**src/rtl/eq_adapt_pkg.sv**
```systemverilog
// Package: register map, field positions, reset values and shared types
// for the per-channel equalizer adaptation and override control block.
// Assumes one core clock and a byte-wide register port from the SMBus engine.
package eq_adapt_pkg;

  // ----------------------------------------------------------------------
  // Register offsets
  // ----------------------------------------------------------------------
  localparam logic [7:0] ADDR_CDR_RESET     = 8'h0a;
  localparam logic [7:0] ADDR_TAP_SIGN      = 8'h11;
  localparam logic [7:0] ADDR_FIRST_TAP     = 8'h12;
  localparam logic [7:0] ADDR_MANUAL_APPLY  = 8'h15;
  localparam logic [7:0] ADDR_DRV_SLEW      = 8'h18;
  localparam logic [7:0] ADDR_EQ_POWER      = 8'h1e;
  localparam logic [7:0] ADDR_OUT_INVERT    = 8'h1f;
  localparam logic [7:0] ADDR_TAPS_2_3      = 8'h20;
  localparam logic [7:0] ADDR_TAPS_4_5      = 8'h21;
  localparam logic [7:0] ADDR_TAP_OVERRIDE  = 8'h23;
  localparam logic [7:0] ADDR_MERIT_FB      = 8'h2c;
  localparam logic [7:0] ADDR_CTLE_START    = 8'h2f;
  localparam logic [7:0] ADDR_ADAPT_MODE    = 8'h31;
  localparam logic [7:0] ADDR_FACTOR_A      = 8'h6b;
  localparam logic [7:0] ADDR_FACTOR_B      = 8'h6c;
  localparam logic [7:0] ADDR_FACTOR_C      = 8'h6d;
  localparam logic [7:0] ADDR_MERIT_EN      = 8'h6e;
  localparam logic [7:0] ADDR_OBS_FIRST     = 8'h71;
  localparam logic [7:0] ADDR_OBS_LAST      = 8'h75;
  localparam logic [7:0] ADDR_CHAN_SEL      = 8'hff;

  // ----------------------------------------------------------------------
  // Field positions
  // ----------------------------------------------------------------------
  localparam int BIT_CDR_RST_LO      = 2;
  localparam int BIT_CDR_RST_HI      = 3;
  localparam int BIT_FIRST_SIGN      = 7;
  localparam int BIT_MANUAL_APPLY    = 7;
  localparam int BIT_SLOW_SLEW       = 2;
  localparam int BIT_FB_POWERDOWN    = 3;
  localparam int BIT_OUT_INVERT      = 7;
  localparam int BIT_OVERRIDE_EN     = 6;
  localparam int BIT_MERIT_FB_LO     = 4;
  localparam int BIT_CTLE_START      = 0;
  localparam int BIT_MODE_LO         = 5;
  localparam int BIT_MERIT_CTLE_LO   = 3;
  localparam int BIT_CFG_MERIT_CTLE  = 7;
  localparam int BIT_CFG_MERIT_FB    = 6;

  // ----------------------------------------------------------------------
  // Reset values
  // ----------------------------------------------------------------------
  localparam logic [7:0] RST_EQ_POWER     = 8'h08;  // Feedback equalizer powered down
  localparam logic [7:0] RST_TAP_OVERRIDE = 8'h40;  // Override enable set
  localparam logic [7:0] RST_MERIT_FB     = 8'h30;  // Both openings
  localparam logic [7:0] RST_ADAPT_MODE   = 8'h38;  // Mode 1, CTLE merit both
  localparam logic [7:0] RST_ZERO         = 8'h00;

  // ----------------------------------------------------------------------
  // Codes and types
  // ----------------------------------------------------------------------
  localparam logic [1:0] MERIT_INVALID = 2'h0;
  localparam logic [1:0] MERIT_HORIZ   = 2'h1;
  localparam logic [1:0] MERIT_VERT    = 2'h2;
  localparam logic [1:0] MERIT_BOTH    = 2'h3;
  localparam logic [1:0] MODE_CTLE_OPT = 2'h2;
  localparam logic [1:0] MODE_CTLE_LCK = 2'h3;
  localparam int         FRAC_BITS     = 8;     // Factor a is a/256

  typedef enum logic [2:0] {
    PH_IDLE, PH_CTLE_FIRST, PH_FEEDBACK, PH_CTLE_AGAIN, PH_CTLE_ONLY, PH_FB_ONLY
  } adapt_phase_e;

  typedef struct packed {
    logic       wr;     // Write strobe, one cycle
    logic       rd;     // Read strobe, one cycle
    logic [7:0] addr;   // Register offset
    logic [7:0] wdata;  // Write data
  } reg_req_s;

  typedef struct packed {
    logic [4:0] sign;   // Bit n is tap n+1, 1 = positive
    logic [4:0] w1;     // First tap weight
    logic [3:0] w2;
    logic [3:0] w3;
    logic [3:0] w4;
    logic [3:0] w5;
  } tap_set_s;

endpackage

```
**src/rtl/equalizer_adapt_override_ctrl.sv**
```systemverilog
// Per-channel equalizer adaptation and override control: register bank,
// tap override path, adaptation start logic, sequencer and merit datapath.
// Assumes a byte register port from the SMBus engine on the core clock;
// signal detect and lock arrive from analog and are synchronised here.
//
// Notes on behaviour
// RULE_01 - Tap override enable must be set before manual taps; resets to one.
// RULE_02 - Taps reach signal path only while feedback powerdown bit is zero.
// RULE_03 - Manual tap weights apply only with manual-apply bit set; resets clear.
// RULE_04 - First tap weight is five bits held in bits 4:0.
// RULE_05 - First tap sign bit: zero negative, one positive; resets zero.
// RULE_06 - Taps two to five are four-bit weights; signs reset zero.
// RULE_07 - Lock loss after tap change may rerun CTLE adaptation on its own.
// RULE_08 - Adapt mode 2 or 3: every CDR reset starts feedback adaptation.
// RULE_09 - CDR reset by host write or signal appearing while unlocked.
// RULE_10 - Host seeds tap registers from observation registers before adapting.
// RULE_11 - Feedback adaptation keeps starting taps unless merit strictly improves.
// RULE_12 - CTLE adaptation starts on one-then-zero write; keeps start if no gain.
// RULE_13 - Slow slew bit roughly doubles driver edge times; resets zero.
// RULE_14 - Writing one to invert bit inverts this channel's output data.
// RULE_15 - Default merit is minimum of horizontal and scaled vertical opening.
// RULE_16 - Feedback merit type: 0 invalid, 1 horizontal, 2 vertical, 3 both.
// RULE_17 - CTLE merit type uses same encoding in its own field.
// RULE_18 - Configurable merit is (h-b)*a plus (v-c)*(1-a).
// RULE_19 - Separate enables select configurable merit for CTLE and feedback.
// RULE_20 - Channel select register steers which channel later accesses reach.
// RULE_21 - Mode 10: CTLE to optimum, taps, CTLE; 11: first pass to lock.
// RULE_22 - Merit arithmetic is signed and wide; factor a unsigned fraction.
// RULE_23 - Config registers read back stored values; observation reads live state.
`timescale 1ns/1ps

module equalizer_adapt_override_ctrl
  import eq_adapt_pkg::*;
#(
  parameter int         EYE_W      = 8,      // Eye opening measurement width
  parameter logic [7:0] CHAN_BIT   = 8'h01,  // This channel's bit in channel select
  parameter int         VSCALE_NUM = 64      // Vertical scale, numerator over 64
) (
  input  wire logic                     I_REF_CLK,        // Core clock, 40 MHz
  input  wire logic                     I_RESET,          // Async reset, active high
  input  wire eq_adapt_pkg::reg_req_s   I_REG_REQ,        // Register request
  output logic [7:0]                    O_REG_RDATA,      // Read data
  output logic                          O_REG_RVALID,     // Read data valid pulse
  input  wire logic                     I_SIGNAL_DETECT,  // Async signal present
  input  wire logic                     I_CDR_LOCKED,     // Async lock indication
  input  wire eq_adapt_pkg::tap_set_s   I_ADAPTED_TAPS,   // Live adapted taps
  input  wire logic                     I_TRIAL_VALID,    // Eye result pulse
  input  wire logic [EYE_W-1:0]         I_HORIZ_EYE,      // Horizontal eye opening
  input  wire logic [EYE_W-1:0]         I_VERT_EYE,       // Vertical eye opening
  input  wire logic                     I_STAGE_DONE,     // Current pass finished
  output eq_adapt_pkg::tap_set_s        O_TAPS,           // Taps to signal path
  output logic                          O_FB_POWERDOWN,   // Feedback eq powered down
  output logic                          O_TAP_OVERRIDE,   // Override enable level
  output logic                          O_SLOW_SLEW,      // Driver slow edges
  output logic                          O_OUT_INVERT,     // Output data inverted
  output logic                          O_CDR_RESET,      // CDR reset pulse
  output logic                          O_CTLE_LOCK_ONLY, // First CTLE pass to lock
  output eq_adapt_pkg::adapt_phase_e    O_PHASE,          // Adaptation pass
  output logic signed [EYE_W+10:0]      O_MERIT,          // Current trial merit
  output logic                          O_TRIAL_BETTER    // Trial beats best pulse
);
  import eq_adapt_pkg::*;

  localparam int MW = EYE_W + 11;

  // ----------------------------------------------------------------------
  // Input synchronisers
  // ----------------------------------------------------------------------
  logic [1:0] sd_sync_r;
  logic [1:0] lk_sync_r;
  logic       sd_prev_r;
  logic       lk_prev_r;

  // Two stages for each analog level
  always_ff @(posedge I_REF_CLK or posedge I_RESET) begin
    if (I_RESET) begin
      sd_sync_r <= 2'h0;
      lk_sync_r <= 2'h0;
      sd_prev_r <= 1'b0;
      lk_prev_r <= 1'b0;
    end else begin
      sd_sync_r <= {sd_sync_r[0], I_SIGNAL_DETECT};
      lk_sync_r <= {lk_sync_r[0], I_CDR_LOCKED};
      sd_prev_r <= sd_sync_r[1];
      lk_prev_r <= lk_sync_r[1];
    end
  end

  logic sig_rise;
  logic lock_fall;
  assign sig_rise  = sd_sync_r[1] & ~sd_prev_r;
  assign lock_fall = lk_prev_r & ~lk_sync_r[1];

  // ----------------------------------------------------------------------
  // Register bank
  // ----------------------------------------------------------------------
  logic [7:0] chan_sel_r;
  logic [7:0] cdr_rst_r, tap_sign_r, first_tap_r, apply_r, slew_r, power_r;
  logic [7:0] invert_r, taps23_r, taps45_r, override_r, merit_fb_r;
  logic [7:0] ctle_start_r, mode_r, fa_r, fb_r, fc_r, merit_en_r;
  logic       sel;
  logic       wr;

  assign sel = |(chan_sel_r & CHAN_BIT);  // [RULE_20]
  assign wr  = I_REG_REQ.wr & sel;

  // Channel select is shared and always writable
  always_ff @(posedge I_REF_CLK or posedge I_RESET) begin
    if (I_RESET) begin
      chan_sel_r <= RST_ZERO;
    end else if (I_REG_REQ.wr && I_REG_REQ.addr == ADDR_CHAN_SEL) begin
      chan_sel_r <= I_REG_REQ.wdata;  // [RULE_20]
    end
  end

  // Channel configuration registers
  always_ff @(posedge I_REF_CLK or posedge I_RESET) begin
    if (I_RESET) begin
      cdr_rst_r    <= RST_ZERO;
      tap_sign_r   <= RST_ZERO;          // [RULE_06]
      first_tap_r  <= RST_ZERO;          // [RULE_05]
      apply_r      <= RST_ZERO;          // [RULE_03]
      slew_r       <= RST_ZERO;          // [RULE_13]
      power_r      <= RST_EQ_POWER;      // [RULE_02]
      invert_r     <= RST_ZERO;
      taps23_r     <= RST_ZERO;
      taps45_r     <= RST_ZERO;
      override_r   <= RST_TAP_OVERRIDE;  // [RULE_01]
      merit_fb_r   <= RST_MERIT_FB;      // [RULE_16]
      ctle_start_r <= RST_ZERO;
      mode_r       <= RST_ADAPT_MODE;    // [RULE_17]
      fa_r         <= RST_ZERO;
      fb_r         <= RST_ZERO;
      fc_r         <= RST_ZERO;
      merit_en_r   <= RST_ZERO;
    end else if (wr) begin
      case (I_REG_REQ.addr)
        ADDR_CDR_RESET:    cdr_rst_r    <= I_REG_REQ.wdata;
        ADDR_TAP_SIGN:     tap_sign_r   <= I_REG_REQ.wdata;
        ADDR_FIRST_TAP:    first_tap_r  <= I_REG_REQ.wdata;
        ADDR_MANUAL_APPLY: apply_r      <= I_REG_REQ.wdata;
        ADDR_DRV_SLEW:     slew_r       <= I_REG_REQ.wdata;
        ADDR_EQ_POWER:     power_r      <= I_REG_REQ.wdata;
        ADDR_OUT_INVERT:   invert_r     <= I_REG_REQ.wdata;
        ADDR_TAPS_2_3:     taps23_r     <= I_REG_REQ.wdata;
        ADDR_TAPS_4_5:     taps45_r     <= I_REG_REQ.wdata;
        ADDR_TAP_OVERRIDE: override_r   <= I_REG_REQ.wdata;
        ADDR_MERIT_FB:     merit_fb_r   <= I_REG_REQ.wdata;
        ADDR_CTLE_START:   ctle_start_r <= I_REG_REQ.wdata;
        ADDR_ADAPT_MODE:   mode_r       <= I_REG_REQ.wdata;
        ADDR_FACTOR_A:     fa_r         <= I_REG_REQ.wdata;
        ADDR_FACTOR_B:     fb_r         <= I_REG_REQ.wdata;
        ADDR_FACTOR_C:     fc_r         <= I_REG_REQ.wdata;
        ADDR_MERIT_EN:     merit_en_r   <= I_REG_REQ.wdata;
        default: ;
      endcase
    end
  end

  // ----------------------------------------------------------------------
  // Register read path
  // ----------------------------------------------------------------------
  logic [7:0] obs_byte [5];

  // Observation bytes: sign in bit 7, weight in the low bits
  always_comb begin
    obs_byte[0] = {I_ADAPTED_TAPS.sign[0], 2'h0, I_ADAPTED_TAPS.w1};
    obs_byte[1] = {I_ADAPTED_TAPS.sign[1], 3'h0, I_ADAPTED_TAPS.w2};
    obs_byte[2] = {I_ADAPTED_TAPS.sign[2], 3'h0, I_ADAPTED_TAPS.w3};
    obs_byte[3] = {I_ADAPTED_TAPS.sign[3], 3'h0, I_ADAPTED_TAPS.w4};
    obs_byte[4] = {I_ADAPTED_TAPS.sign[4], 3'h0, I_ADAPTED_TAPS.w5};
  end

  logic [7:0] rd_nxt;

  // Stored values back, live taps from observation, zero elsewhere
  always_comb begin
    rd_nxt = 8'h00;
    case (I_REG_REQ.addr)
      ADDR_CHAN_SEL:     rd_nxt = chan_sel_r;
      ADDR_CDR_RESET:    rd_nxt = cdr_rst_r;
      ADDR_TAP_SIGN:     rd_nxt = tap_sign_r;
      ADDR_FIRST_TAP:    rd_nxt = first_tap_r;
      ADDR_MANUAL_APPLY: rd_nxt = apply_r;
      ADDR_DRV_SLEW:     rd_nxt = slew_r;
      ADDR_EQ_POWER:     rd_nxt = power_r;
      ADDR_OUT_INVERT:   rd_nxt = invert_r;
      ADDR_TAPS_2_3:     rd_nxt = taps23_r;
      ADDR_TAPS_4_5:     rd_nxt = taps45_r;
      ADDR_TAP_OVERRIDE: rd_nxt = override_r;
      ADDR_MERIT_FB:     rd_nxt = merit_fb_r;
      ADDR_CTLE_START:   rd_nxt = ctle_start_r;
      ADDR_ADAPT_MODE:   rd_nxt = mode_r;
      ADDR_FACTOR_A:     rd_nxt = fa_r;
      ADDR_FACTOR_B:     rd_nxt = fb_r;
      ADDR_FACTOR_C:     rd_nxt = fc_r;
      ADDR_MERIT_EN:     rd_nxt = merit_en_r;
      default: begin
        if (I_REG_REQ.addr >= ADDR_OBS_FIRST && I_REG_REQ.addr <= ADDR_OBS_LAST) begin
          rd_nxt = obs_byte[3'(I_REG_REQ.addr - ADDR_OBS_FIRST)];  // [RULE_23] [RULE_10]
        end
      end
    endcase
    if (!sel && I_REG_REQ.addr != ADDR_CHAN_SEL) begin
      rd_nxt = 8'h00;
    end
  end

  // Read answer one cycle after the strobe
  always_ff @(posedge I_REF_CLK or posedge I_RESET) begin
    if (I_RESET) begin
      O_REG_RDATA  <= 8'h00;
      O_REG_RVALID <= 1'b0;
    end else begin
      O_REG_RVALID <= I_REG_REQ.rd;
      if (I_REG_REQ.rd) begin
        O_REG_RDATA <= rd_nxt;  // [RULE_23]
      end
    end
  end

  // ----------------------------------------------------------------------
  // Tap path and driver controls
  // ----------------------------------------------------------------------
  tap_set_s manual_taps;
  logic     use_manual;

  assign manual_taps = '{sign: {tap_sign_r[3:0], first_tap_r[BIT_FIRST_SIGN]},  // [RULE_05]
                         w1:   first_tap_r[4:0],                                 // [RULE_04]
                         w2:   taps23_r[3:0], w3: taps23_r[7:4],                 // [RULE_06]
                         w4:   taps45_r[3:0], w5: taps45_r[7:4]};
  assign use_manual  = override_r[BIT_OVERRIDE_EN] & apply_r[BIT_MANUAL_APPLY];  // [RULE_01] [RULE_03]

  // Taps reach the path only with the feedback equalizer powered
  always_ff @(posedge I_REF_CLK or posedge I_RESET) begin
    if (I_RESET) begin
      O_TAPS         <= '0;
      O_FB_POWERDOWN <= 1'b1;
      O_TAP_OVERRIDE <= 1'b1;
    end else begin
      O_FB_POWERDOWN <= power_r[BIT_FB_POWERDOWN];
      O_TAP_OVERRIDE <= override_r[BIT_OVERRIDE_EN];
      if (power_r[BIT_FB_POWERDOWN]) begin
        O_TAPS <= '0;                          // [RULE_02]
      end else if (use_manual) begin
        O_TAPS <= manual_taps;                 // [RULE_03]
      end else begin
        O_TAPS <= I_ADAPTED_TAPS;
      end
    end
  end

  // Output driver bits
  always_ff @(posedge I_REF_CLK or posedge I_RESET) begin
    if (I_RESET) begin
      O_SLOW_SLEW  <= 1'b0;
      O_OUT_INVERT <= 1'b0;
    end else begin
      O_SLOW_SLEW  <= slew_r[BIT_SLOW_SLEW];   // [RULE_13]
      O_OUT_INVERT <= invert_r[BIT_OUT_INVERT]; // [RULE_14]
    end
  end

  // ----------------------------------------------------------------------
  // Adaptation start events
  // ----------------------------------------------------------------------
  logic       host_cdr_rst;
  logic       cdr_rst_evt;
  logic       ctle_host_start;
  logic       tap_write;
  logic       tap_changed_r;
  logic [1:0] adapt_mode;

  assign adapt_mode      = mode_r[BIT_MODE_LO +: 2];
  assign host_cdr_rst    = wr && I_REG_REQ.addr == ADDR_CDR_RESET
                           && |I_REG_REQ.wdata[BIT_CDR_RST_HI:BIT_CDR_RST_LO];
  assign cdr_rst_evt     = host_cdr_rst | (sig_rise & ~lk_sync_r[1]);  // [RULE_09]
  assign ctle_host_start = wr && I_REG_REQ.addr == ADDR_CTLE_START
                           && ctle_start_r[BIT_CTLE_START]
                           && !I_REG_REQ.wdata[BIT_CTLE_START];       // [RULE_12]
  assign tap_write       = wr && (I_REG_REQ.addr == ADDR_TAP_SIGN
                           || I_REG_REQ.addr == ADDR_FIRST_TAP
                           || I_REG_REQ.addr == ADDR_TAPS_2_3
                           || I_REG_REQ.addr == ADDR_TAPS_4_5);

  // Remember a tap change until lock is lost or a CDR reset event occurs
  always_ff @(posedge I_REF_CLK or posedge I_RESET) begin
    if (I_RESET) begin
      tap_changed_r <= 1'b0;
    end else if (tap_write) begin
      tap_changed_r <= 1'b1;
    end else if (lock_fall || cdr_rst_evt) begin
      tap_changed_r <= 1'b0;
    end
  end

  // CDR reset pulse out
  always_ff @(posedge I_REF_CLK or posedge I_RESET) begin
    if (I_RESET) begin
      O_CDR_RESET <= 1'b0;
    end else begin
      O_CDR_RESET <= cdr_rst_evt;  // [RULE_09]
    end
  end

  // ----------------------------------------------------------------------
  // Adaptation sequencer
  // ----------------------------------------------------------------------
  adapt_phase_e phase_r;
  logic         lock_only_r;
  logic         full_mode;

  assign full_mode = adapt_mode == MODE_CTLE_OPT || adapt_mode == MODE_CTLE_LCK;

  // Passes: CTLE, taps, CTLE again in modes 2 and 3
  always_ff @(posedge I_REF_CLK or posedge I_RESET) begin
    if (I_RESET) begin
      phase_r     <= PH_IDLE;
      lock_only_r <= 1'b0;
    end else if (cdr_rst_evt && full_mode) begin
      phase_r     <= PH_CTLE_FIRST;                       // [RULE_08] [RULE_21]
      lock_only_r <= adapt_mode == MODE_CTLE_LCK;         // [RULE_21]
    end else if (ctle_host_start) begin
      phase_r     <= PH_CTLE_ONLY;                        // [RULE_12]
      lock_only_r <= 1'b0;
    end else if (lock_fall && tap_changed_r) begin
      phase_r     <= PH_CTLE_ONLY;                        // [RULE_07]
      lock_only_r <= 1'b1;
    end else if (I_STAGE_DONE) begin
      lock_only_r <= 1'b0;
      case (phase_r)
        PH_CTLE_FIRST: phase_r <= PH_FEEDBACK;
        PH_FEEDBACK:   phase_r <= PH_CTLE_AGAIN;          // [RULE_21]
        PH_CTLE_AGAIN: phase_r <= PH_IDLE;
        PH_CTLE_ONLY:  phase_r <= PH_IDLE;
        PH_FB_ONLY:    phase_r <= PH_IDLE;
        default:       phase_r <= PH_IDLE;
      endcase
    end
  end

  // Phase outputs
  always_ff @(posedge I_REF_CLK or posedge I_RESET) begin
    if (I_RESET) begin
      O_PHASE          <= PH_IDLE;
      O_CTLE_LOCK_ONLY <= 1'b0;
    end else begin
      O_PHASE          <= phase_r;
      O_CTLE_LOCK_ONLY <= lock_only_r;
    end
  end

  // ----------------------------------------------------------------------
  // Figure of merit datapath
  // ----------------------------------------------------------------------
  logic                 fb_pass;
  logic [1:0]           mtype;
  logic                 cfg_en;
  logic signed [MW-1:0] h_s, v_s, v_scaled, dflt, cfg, merit_nxt;

  assign fb_pass  = phase_r == PH_FEEDBACK || phase_r == PH_FB_ONLY;
  assign mtype    = fb_pass ? merit_fb_r[BIT_MERIT_FB_LO +: 2]
                            : mode_r[BIT_MERIT_CTLE_LO +: 2];        // [RULE_16] [RULE_17]
  assign cfg_en   = fb_pass ? merit_en_r[BIT_CFG_MERIT_FB]
                            : merit_en_r[BIT_CFG_MERIT_CTLE];        // [RULE_19]
  assign h_s      = MW'(I_HORIZ_EYE);
  assign v_s      = MW'(I_VERT_EYE);
  assign v_scaled = MW'((v_s * MW'(VSCALE_NUM)) >>> 6);              // [RULE_15]
  assign dflt     = (h_s < v_scaled) ? h_s : v_scaled;               // [RULE_15]
  // Signed products with a as unsigned a/256
  assign cfg      = MW'(((h_s - $signed(MW'(fb_r))) * $signed(MW'(fa_r))
                      + (v_s - $signed(MW'(fc_r)))
                      * (MW'(1 << FRAC_BITS) - $signed(MW'(fa_r))))
                      >>> FRAC_BITS);                                // [RULE_18] [RULE_22]

  // Configurable merit when enabled, else select by type; invalid code yields zero
  always_comb begin
    merit_nxt = '0;
    if (cfg_en) begin
      merit_nxt = cfg;
    end else begin
      case (mtype)
        MERIT_HORIZ: merit_nxt = h_s;
        MERIT_VERT:  merit_nxt = v_scaled;
        MERIT_BOTH:  merit_nxt = dflt;
        default:     merit_nxt = '0;                                  // [RULE_16]
      endcase
    end
  end

  logic signed [MW-1:0] best_r;
  logic                 have_best_r;
  logic                 better;

  assign better = I_TRIAL_VALID && phase_r != PH_IDLE
                  && (!have_best_r || merit_nxt > best_r);            // [RULE_11]

  // First trial of a pass is the starting setting, except a lock-loss rerun begun during another pass; only strict gains win
  always_ff @(posedge I_REF_CLK or posedge I_RESET) begin
    if (I_RESET) begin
      best_r      <= '0;
      have_best_r <= 1'b0;
    end else if (cdr_rst_evt || ctle_host_start || I_STAGE_DONE) begin
      have_best_r <= 1'b0;                                            // [RULE_12]
    end else if (better) begin
      best_r      <= merit_nxt;
      have_best_r <= 1'b1;
    end
  end

  // Merit outputs
  always_ff @(posedge I_REF_CLK or posedge I_RESET) begin
    if (I_RESET) begin
      O_MERIT        <= '0;
      O_TRIAL_BETTER <= 1'b0;
    end else begin
      if (I_TRIAL_VALID) begin
        O_MERIT <= merit_nxt;
      end
      O_TRIAL_BETTER <= better;                                       // [RULE_11]
    end
  end

endmodule // equalizer_adapt_override_ctrl

```
**config.mk**
```make
export PLATFORM = sky130hd
export DESIGN_NAME = equalizer_adapt_override_ctrl
export DESIGN_NICKNAME = d
export VERILOG_FILES = /design/src/rtl/eq_adapt_pkg.sv /design/src/rtl/equalizer_adapt_override_ctrl.sv
export SDC_FILE = /design/constraint.sdc
export NUM_CORES = 1
export LEC_CHECK = 0
export BUFFER_PORTS_ARGS = -buffer_cell sky130_fd_sc_hd__buf_4
export CAP_MARGIN = 20
export CORE_AREA = 2 2 238 193
export CTS_CLUSTER_DIAMETER = 40
export DETAILED_ROUTE_END_ITERATION = 10
export DIE_AREA = 0 0 240 195
export MAX_ROUTING_LAYER = met4
export PLACE_DENSITY = 0.66
export SYNTH_ARGS = -nofsm -noshare
export SYNTH_HDL_FRONTEND = slang
export SYNTH_SLANG_ARGS = --single-unit
```
**constraint.sdc**
```tcl
create_clock -name I_REF_CLK -period 21.5 [get_ports I_REF_CLK]
set_input_delay 1.075 -clock I_REF_CLK [delete_from_list [all_inputs] [get_ports I_REF_CLK]]
set_output_delay 1.075 -clock I_REF_CLK [all_outputs]
set_load 0.01 [all_outputs]
```
==> results.py, run 1 <==
metrics = {
    "run_status": {
        "status": "finished, final reports clean",
    },
    "sta": {
        "finalSetupTns_ns": 0,
        "finalCritPeriodShare": 0.464,
        "finalClockSkew_ns": 0.0227,
        "postLayoutSetupSlackWorst_ns": 11.53,
        "maxSlewViolCount": 0,
        "period_minus_slack_ns": 9.97,
        "rsz0062_at_grt": "no",
        "worstMarginPinSlew_ns": 1.11,
        "max-slew-margin-rel": 0.258,
        "hold_viol": 0,
        "max_clock_freq_mhz": 100,
        "setup_viol": 0,
    },
    "logic_synthesis": {
        "postSynthCellCount": 1732,
        "yosys-top-cells-area": "dfrtp_1 (30%), fa_1 (16%), mux2_2 (9.8%)",
        "ys.flop_type": "dfrtp_1",
        "yosysTopAreaCellShare": 0.303,
        "synth_top_area_cell": "dfrtp_1",
        "synth-seq-cells": 223,
        "ys_warn_count": 0,
        "yosysSeqAreaShare": 0.317,
        "async_flop_share": 1.00,
        "synth.distinct_cells": 80,
        "synth-edff-count": 0,
        "postSynthNetCount": 2061,
        "syn_area_per_cell_um2": 10.2,
        "synth_area_um2": 17700,
    },
    "routing": {
        "viasPerCell": 5.45,
        "drt_pass1_iterations": 8,
        "routedWlPerCell_um": 21.5,
        "vias": 13300,
        "wl_mm": 52.7,
        "first_iter_violations": 1245,
        "drtAntennaViolNets": 0,
        "drc_errors": 0,
    },
    "clock_tree": {
        "holdBufCountCts": 0,
        "cts-resized-gates": 0,
        "clk_path_buf_depth": 3,
        "root_buffer": "clkbuf_16",
        "cts_setup_buffers": 0,
        "cts_tree": "yes",
        "clk_latency_ns": 0.57,
        "numCtsBuffers": 31,
        "clock_sinks": 223,
        "ctsHtreeMaxLevel": 1,
        "clk_pin_slew_ns": 0.05,
    },
    "floorplanning": {
        "num_rows": 69,
        "fp.dieW_um": 240,
        "initial_utilization": 0.400,
        "fp.coreArea_um2": 44200,
        "dieArea_um2": 46800,
        "die_h_um": 195,
        "pin_count": 130,
    },
    "finish": {
        "final_area_um2": 20200,
        "areaGrowthSynthToFinish_pct": 14.6,
        "reg.largest.list": "O_TAPS: 26 flops, O_MERIT: 11 flops, best_r: 11 flops",
        "layout-drive-gt1-share": 0.215,
        "mostFrequentLayoutCells": "inv_1 (246), dfrtp_1 (214), mux2_2 (153)",
        "largest_reg_flops": 26,
        "layout_commonest_cell": "inv_1",
        "top_register": "O_TAPS",
        "final_nets": 2150,
    },
    "grt": {
        "antenna_found_initial": 2,
        "grt_usage": 0.238,
        "grt_pass1_wl_mm": 83.4,
        "overflow": 0,
        "grt_max_degree": 145,
        "grt_pass1_vias": 13800,
    },
    "placement": {
        "placed_area_um2": 19100,
        "place_hpwl_mm": 40.2,
        "port_buffers": 129,
        "gp_congestion": 1.06,
        "detailedPlace.worstSlack_ns": 11.09,
    },
    "worst_setup_path": {
        "arrival_ns": 10.41,
        "crit_type": "in2reg",
        "slowest_delay_ns": 0.66,
        "crit_buf_inv": 9,
        "worstPathMaxFanout": 12,
        "rr_startpoint": "fa_r[0]",
        "crit_path_start": "I_HORIZ_EYE[0]",
        "cp-start-kind": "input pin",
        "end_kind": "register",
        "worstPathRequired_ns": 21.93,
        "critical_path.slowest_cell": "a211oi_2",
        "critPathTopFamily": "adder cells",
    },
    "hold_path": {
        "hold_start": "lk_sync_r[0]",
        "holdCritPathClass": "reg2reg",
    },
    "power_and_ir_drop": {
        "cellPowerDensity_nw_per_um2": 127,
        "vdd_drop_max_uv": 174,
        "power.leakage_nw": 9.90,
    },
    "run": {
        "cap_violations": 0,
    },
}
## metal layers
layer / up-vias / routed length (µm) / track usage
li1: 5988 / - / -
met4: 0 / 928 / 0.0446
met5: - / 0 / -
met3: 78 / 4630 / 0.0540
met2: 517 / 23200 / 0.342
met1: 6760 / 23900 / 0.346
## metrics by stage
step	instances	total power, W	util	hold slack (ns)
2_1_floorplan	1732	0.00157	-	0.331
3_3_place_gp	2387	0.00195	0.431	0.334
3_5_place_dp	2388	0.00199	0.431	0.339
4_1_cts	2445	0.00255	0.456	0.353
5_1_grt	2450	0.00278	0.458	0.364
6_report	2450	0.00257	0.458	0.350
## cells in the mapped netlist, types with 17 or more instances
master	number
a21oi_1	73
a22oi_1	19
and2_1	55
clkbuf_1	54
dfrtp_1	214
fa_1	140
ha_1	123
inv_1	247
mux2_2	153
mux2i_1	17
nand2_1	140
nand2b_1	22
nand3_1	30
nor2_1	80
nor2b_1	31
nor3_1	19
o21ai_0	47
xnor2_1	27
## report_power, final
part           internal (W)  total [W]  switching, W
clock network      0.000348   0.000552      0.000205
logic              0.000639    0.00156      0.000918
registers          0.000442   0.000460     0.0000177
## cells by family after synthesis
| group | count (synthesis) | share of synthesized area |
|---|---|---|
| and+or+nand+nor | 434 | 0.124 |
| buffers and inverters | 331 | 0.0752 |
| adders and majority gates | 263 | 0.246 |
| AOI/OAI and AO/OA | 261 | 0.0995 |
| DFF | 223 | 0.317 |
| muxes | 184 | 0.121 |
| xor gates and xnor gates | 36 | 0.0179 |
## cell type report
type	count	area, µm²
inverters	247	935
flip-flops and latches	223	5590
clock buffers	36	815
multi-input cells	1178	10700
repair buffers	140	1090
fillers	4160	24000
diodes	2	5.00
well taps	603	754
clock inverters	21	308
## worst paths after layout
check,end,slack [ns],cells past startpoint
hold / removal,lk_sync_r[1],0.35,0
setup / recovery,best_r[6],11.53,38
hold reg to reg,lk_sync_r[1],0.35,0
setup reg to reg,best_r[6],11.67,31
max in group asynchronous,power_r[3],20.08,4
min in group asynchronous,O_TAPS[22],0.45,2
(Power assumes the default switching activity.)
==> inputs of run 2 (changes only) <==
==> constraint.sdc (replaced) <==
create_clock -name I_REF_CLK -period 9.6 [get_ports I_REF_CLK]
set_input_delay 0.48 -clock I_REF_CLK [delete_from_list [all_inputs] [get_ports I_REF_CLK]]
set_output_delay 0.48 -clock I_REF_CLK [all_outputs]
set_load 0.01 [all_outputs]
==> run 2 against run 1 <==
  * Combinational power rose by 130%
  * Highest routed layer unchanged
  * Utilization about the same
  * Critical path type is now reg2reg
  * Via count grew 0.67%
  * Largest cell class unchanged
  * Die area stayed put
  * Cell count increased by 0.61%
  * Global-route usage is 0.44 points lower
  * First-iteration DRC count is 13% higher
  * Non-clock buffer count up 20
==> results.py, run 2 (synthesis results as in run 1) <==
metrics = {
    "routing": {
        "wl_mm": 52.2,
        "drt_pass1_iterations": 5,
        "routedWlPerCell_um": 21.2,
        "vias": 13400,
        "drc_errors": 0,
        "viasPerCell": 5.45,
        "drtAntennaViolNets": 0,
        "first_iter_violations": 1412,
    },
    "floorplanning": {
        "initial_utilization": 0.400,
        "die_h_um": 195,
        "pin_count": 130,
        "fp.coreArea_um2": 44200,
        "fp.dieW_um": 240,
        "dieArea_um2": 46800,
        "num_rows": 69,
    },
    "run": {
        "cap_violations": 0,
    },
    "worst_setup_path": {
        "cp-start-kind": "register",
        "end_kind": "register",
        "slowest_delay_ns": 0.54,
        "r2r-end": "best_r[6]",
        "critical_path.slowest_cell": "fa_1",
        "rr_startpoint": "fb_r[0]",
        "regToRegSetupSlack_ns": 0.39,
        "arrival_ns": 9.63,
        "rr_worst_depth": 36,
        "crit_type": "reg2reg",
        "worstPathMaxFanout": 12,
        "worst_path_most_repeated_cell": "fa_1",
        "worstPathRequired_ns": 10.03,
    },
    "sta": {
        "period_minus_slack_ns": 9.21,
        "maxSlewViolCount": 0,
        "finalSetupTns_ns": 0,
        "worstMarginPinSlew_ns": 1.16,
        "max-slew-margin-rel": 0.229,
        "hold_viol": 0,
        "finalClockSkew_ns": 0.0325,
        "setup_viol": 0,
        "max_clock_freq_mhz": 109,
        "finalCritPeriodShare": 0.959,
    },
    "grt": {
        "grt_usage": 0.234,
        "antenna_found_initial": 0,
        "grt_pass1_vias": 13500,
        "grt_pass1_wl_mm": 81.7,
        "overflow": 0,
        "grt_max_degree": 78,
    },
    "finish": {
        "largest_reg_flops": 26,
        "final_nets": 2168,
        "top_register": "O_TAPS",
        "layout_commonest_cell": "inv_1",
        "areaGrowthSynthToFinish_pct": 14.5,
        "reg.largest.list": "O_TAPS: 26 flops, O_MERIT: 11 flops, best_r: 11 flops",
        "antennaDiodeCount": 0,
        "mostFrequentLayoutCells": "inv_1 (246), dfrtp_1 (214), buf_4 (158)",
        "layout-drive-gt1-share": 0.226,
        "final_core_util": 0.458,
        "fillerInstances": 4190,
    },
    "placement": {
        "port_buffers": 129,
        "gp_congestion": 1.00,
        "place_hpwl_mm": 40.1,
    },
    "power_and_ir_drop": {
        "vdd_drop_max_uv": 437,
        "cellPowerDensity_nw_per_um2": 281,
        "total_power_w": 0.00568,
        "power.leakage_nw": 9.90,
    },
    "hold_path": {
        "hold_end": "sd_sync_r[0]",
        "holdCritPathClass": "in2reg",
        "hold_start": "I_SIGNAL_DETECT",
        "hold_depth": 1,
    },
    "run_status": {
        "status": "finished, final reports clean",
    },
    "clock_tree": {
        "clk_pin_slew_ns": 0.07,
        "clk_path_buf_depth": 3,
        "numCtsBuffers": 29,
        "cts_tree": "yes",
        "clk_latency_ns": 0.57,
        "clock_sinks": 223,
        "ctsHtreeMaxLevel": 1,
        "cts_setup_buffers": 0,
        "root_buffer": "clkbuf_16",
    },
}
[run 2: cell types whose count changed in the layout (fill, tap and decap cells not counted), moves of 2 or more]
cell,before,now
diode_2,2,0
clkinvlp_4,3,8
buf_16,2,0
bufinv_16,6,1
buf_4,136,158
clkbuf_16,31,29
[run 2: timing repair]
action,4_1_cts,5_1_grt
hold buffers,1,0
endpoints found under the setup margin,0,11
endpoints found under the hold margin,44,0
resized for setup,0,9
[run 2: critical path, delay by kind of cell (launching register included)]
kind	cells	cell delay (ns)
adder cells (fa/ha/maj)	10	4.38
AO/OA/AOI/OAI	12	2.39
AND/OR/NAND/NOR	5	0.82
buffers and inverters	7	0.53
flip-flops	1	0.42
multiplexers	1	0.35
XOR/XNOR	1	0.17
[run 2: power breakdown]
part	internal (W)	total [W]	switching, W
Clock	0.000612	0.00108	0.000464
Sequential	0.000989	0.00103	0.0000396
Combinational	0.00144	0.00357	0.00213
[run 2: cell type report]
class | count | area [µm²] | share of cell area
well taps | 603 | 754 | 0.0373
inverters | 247 | 935 | 0.0462
clock buffers | 33 | 761 | 0.0376
multi-input cells | 1178 | 10800 | 0.533
clock inverters | 21 | 203 | 0.0100
flip-flops and latches | 223 | 5590 | 0.276
repair buffers | 160 | 1200 | 0.0594
[run 2: worst max path at each step]
stage / start / to / slack, ns / cells after the start
final: fb_r[0] / best_r[6] / 0.39 / 36
after global routing: fb_r[0] / best_r[6] / -0.05 / 36
after global placement: I_HORIZ_EYE[0] / best_r[6] / 0.36 / 38
after CTS: fb_r[0] / best_r[6] / 0.32 / 36
after detailed placement: I_HORIZ_EYE[0] / best_r[3] / 0.15 / 35
after floorplan: I_HORIZ_EYE[0] / best_r[17] / 1.18 / 37
[run 2: stage by stage]
step	setup slack, ns	cells	hold slack [ns]	area [µm²]
CTS	0.321	2464	0.0186	20200
finish	0.395	2465	0.0324	20200
global route	-0.0453	2465	0.0170	20200
detailed placement	0.155	2409	0.336	19200
global placement	0.356	2409	0.334	19200
floorplan	1.18	1732	0.331	17700
[run 2: metal layers]
metal | vias up | part of all wire | GRT usage
met5 | - | 0 | -
met4 | 0 | 0.021 | 0.0474
li1 | 6031 | - | -
met3 | 81 | 0.083 | 0.0483
met2 | 533 | 0.43 | 0.327
met1 | 6788 | 0.47 | 0.348
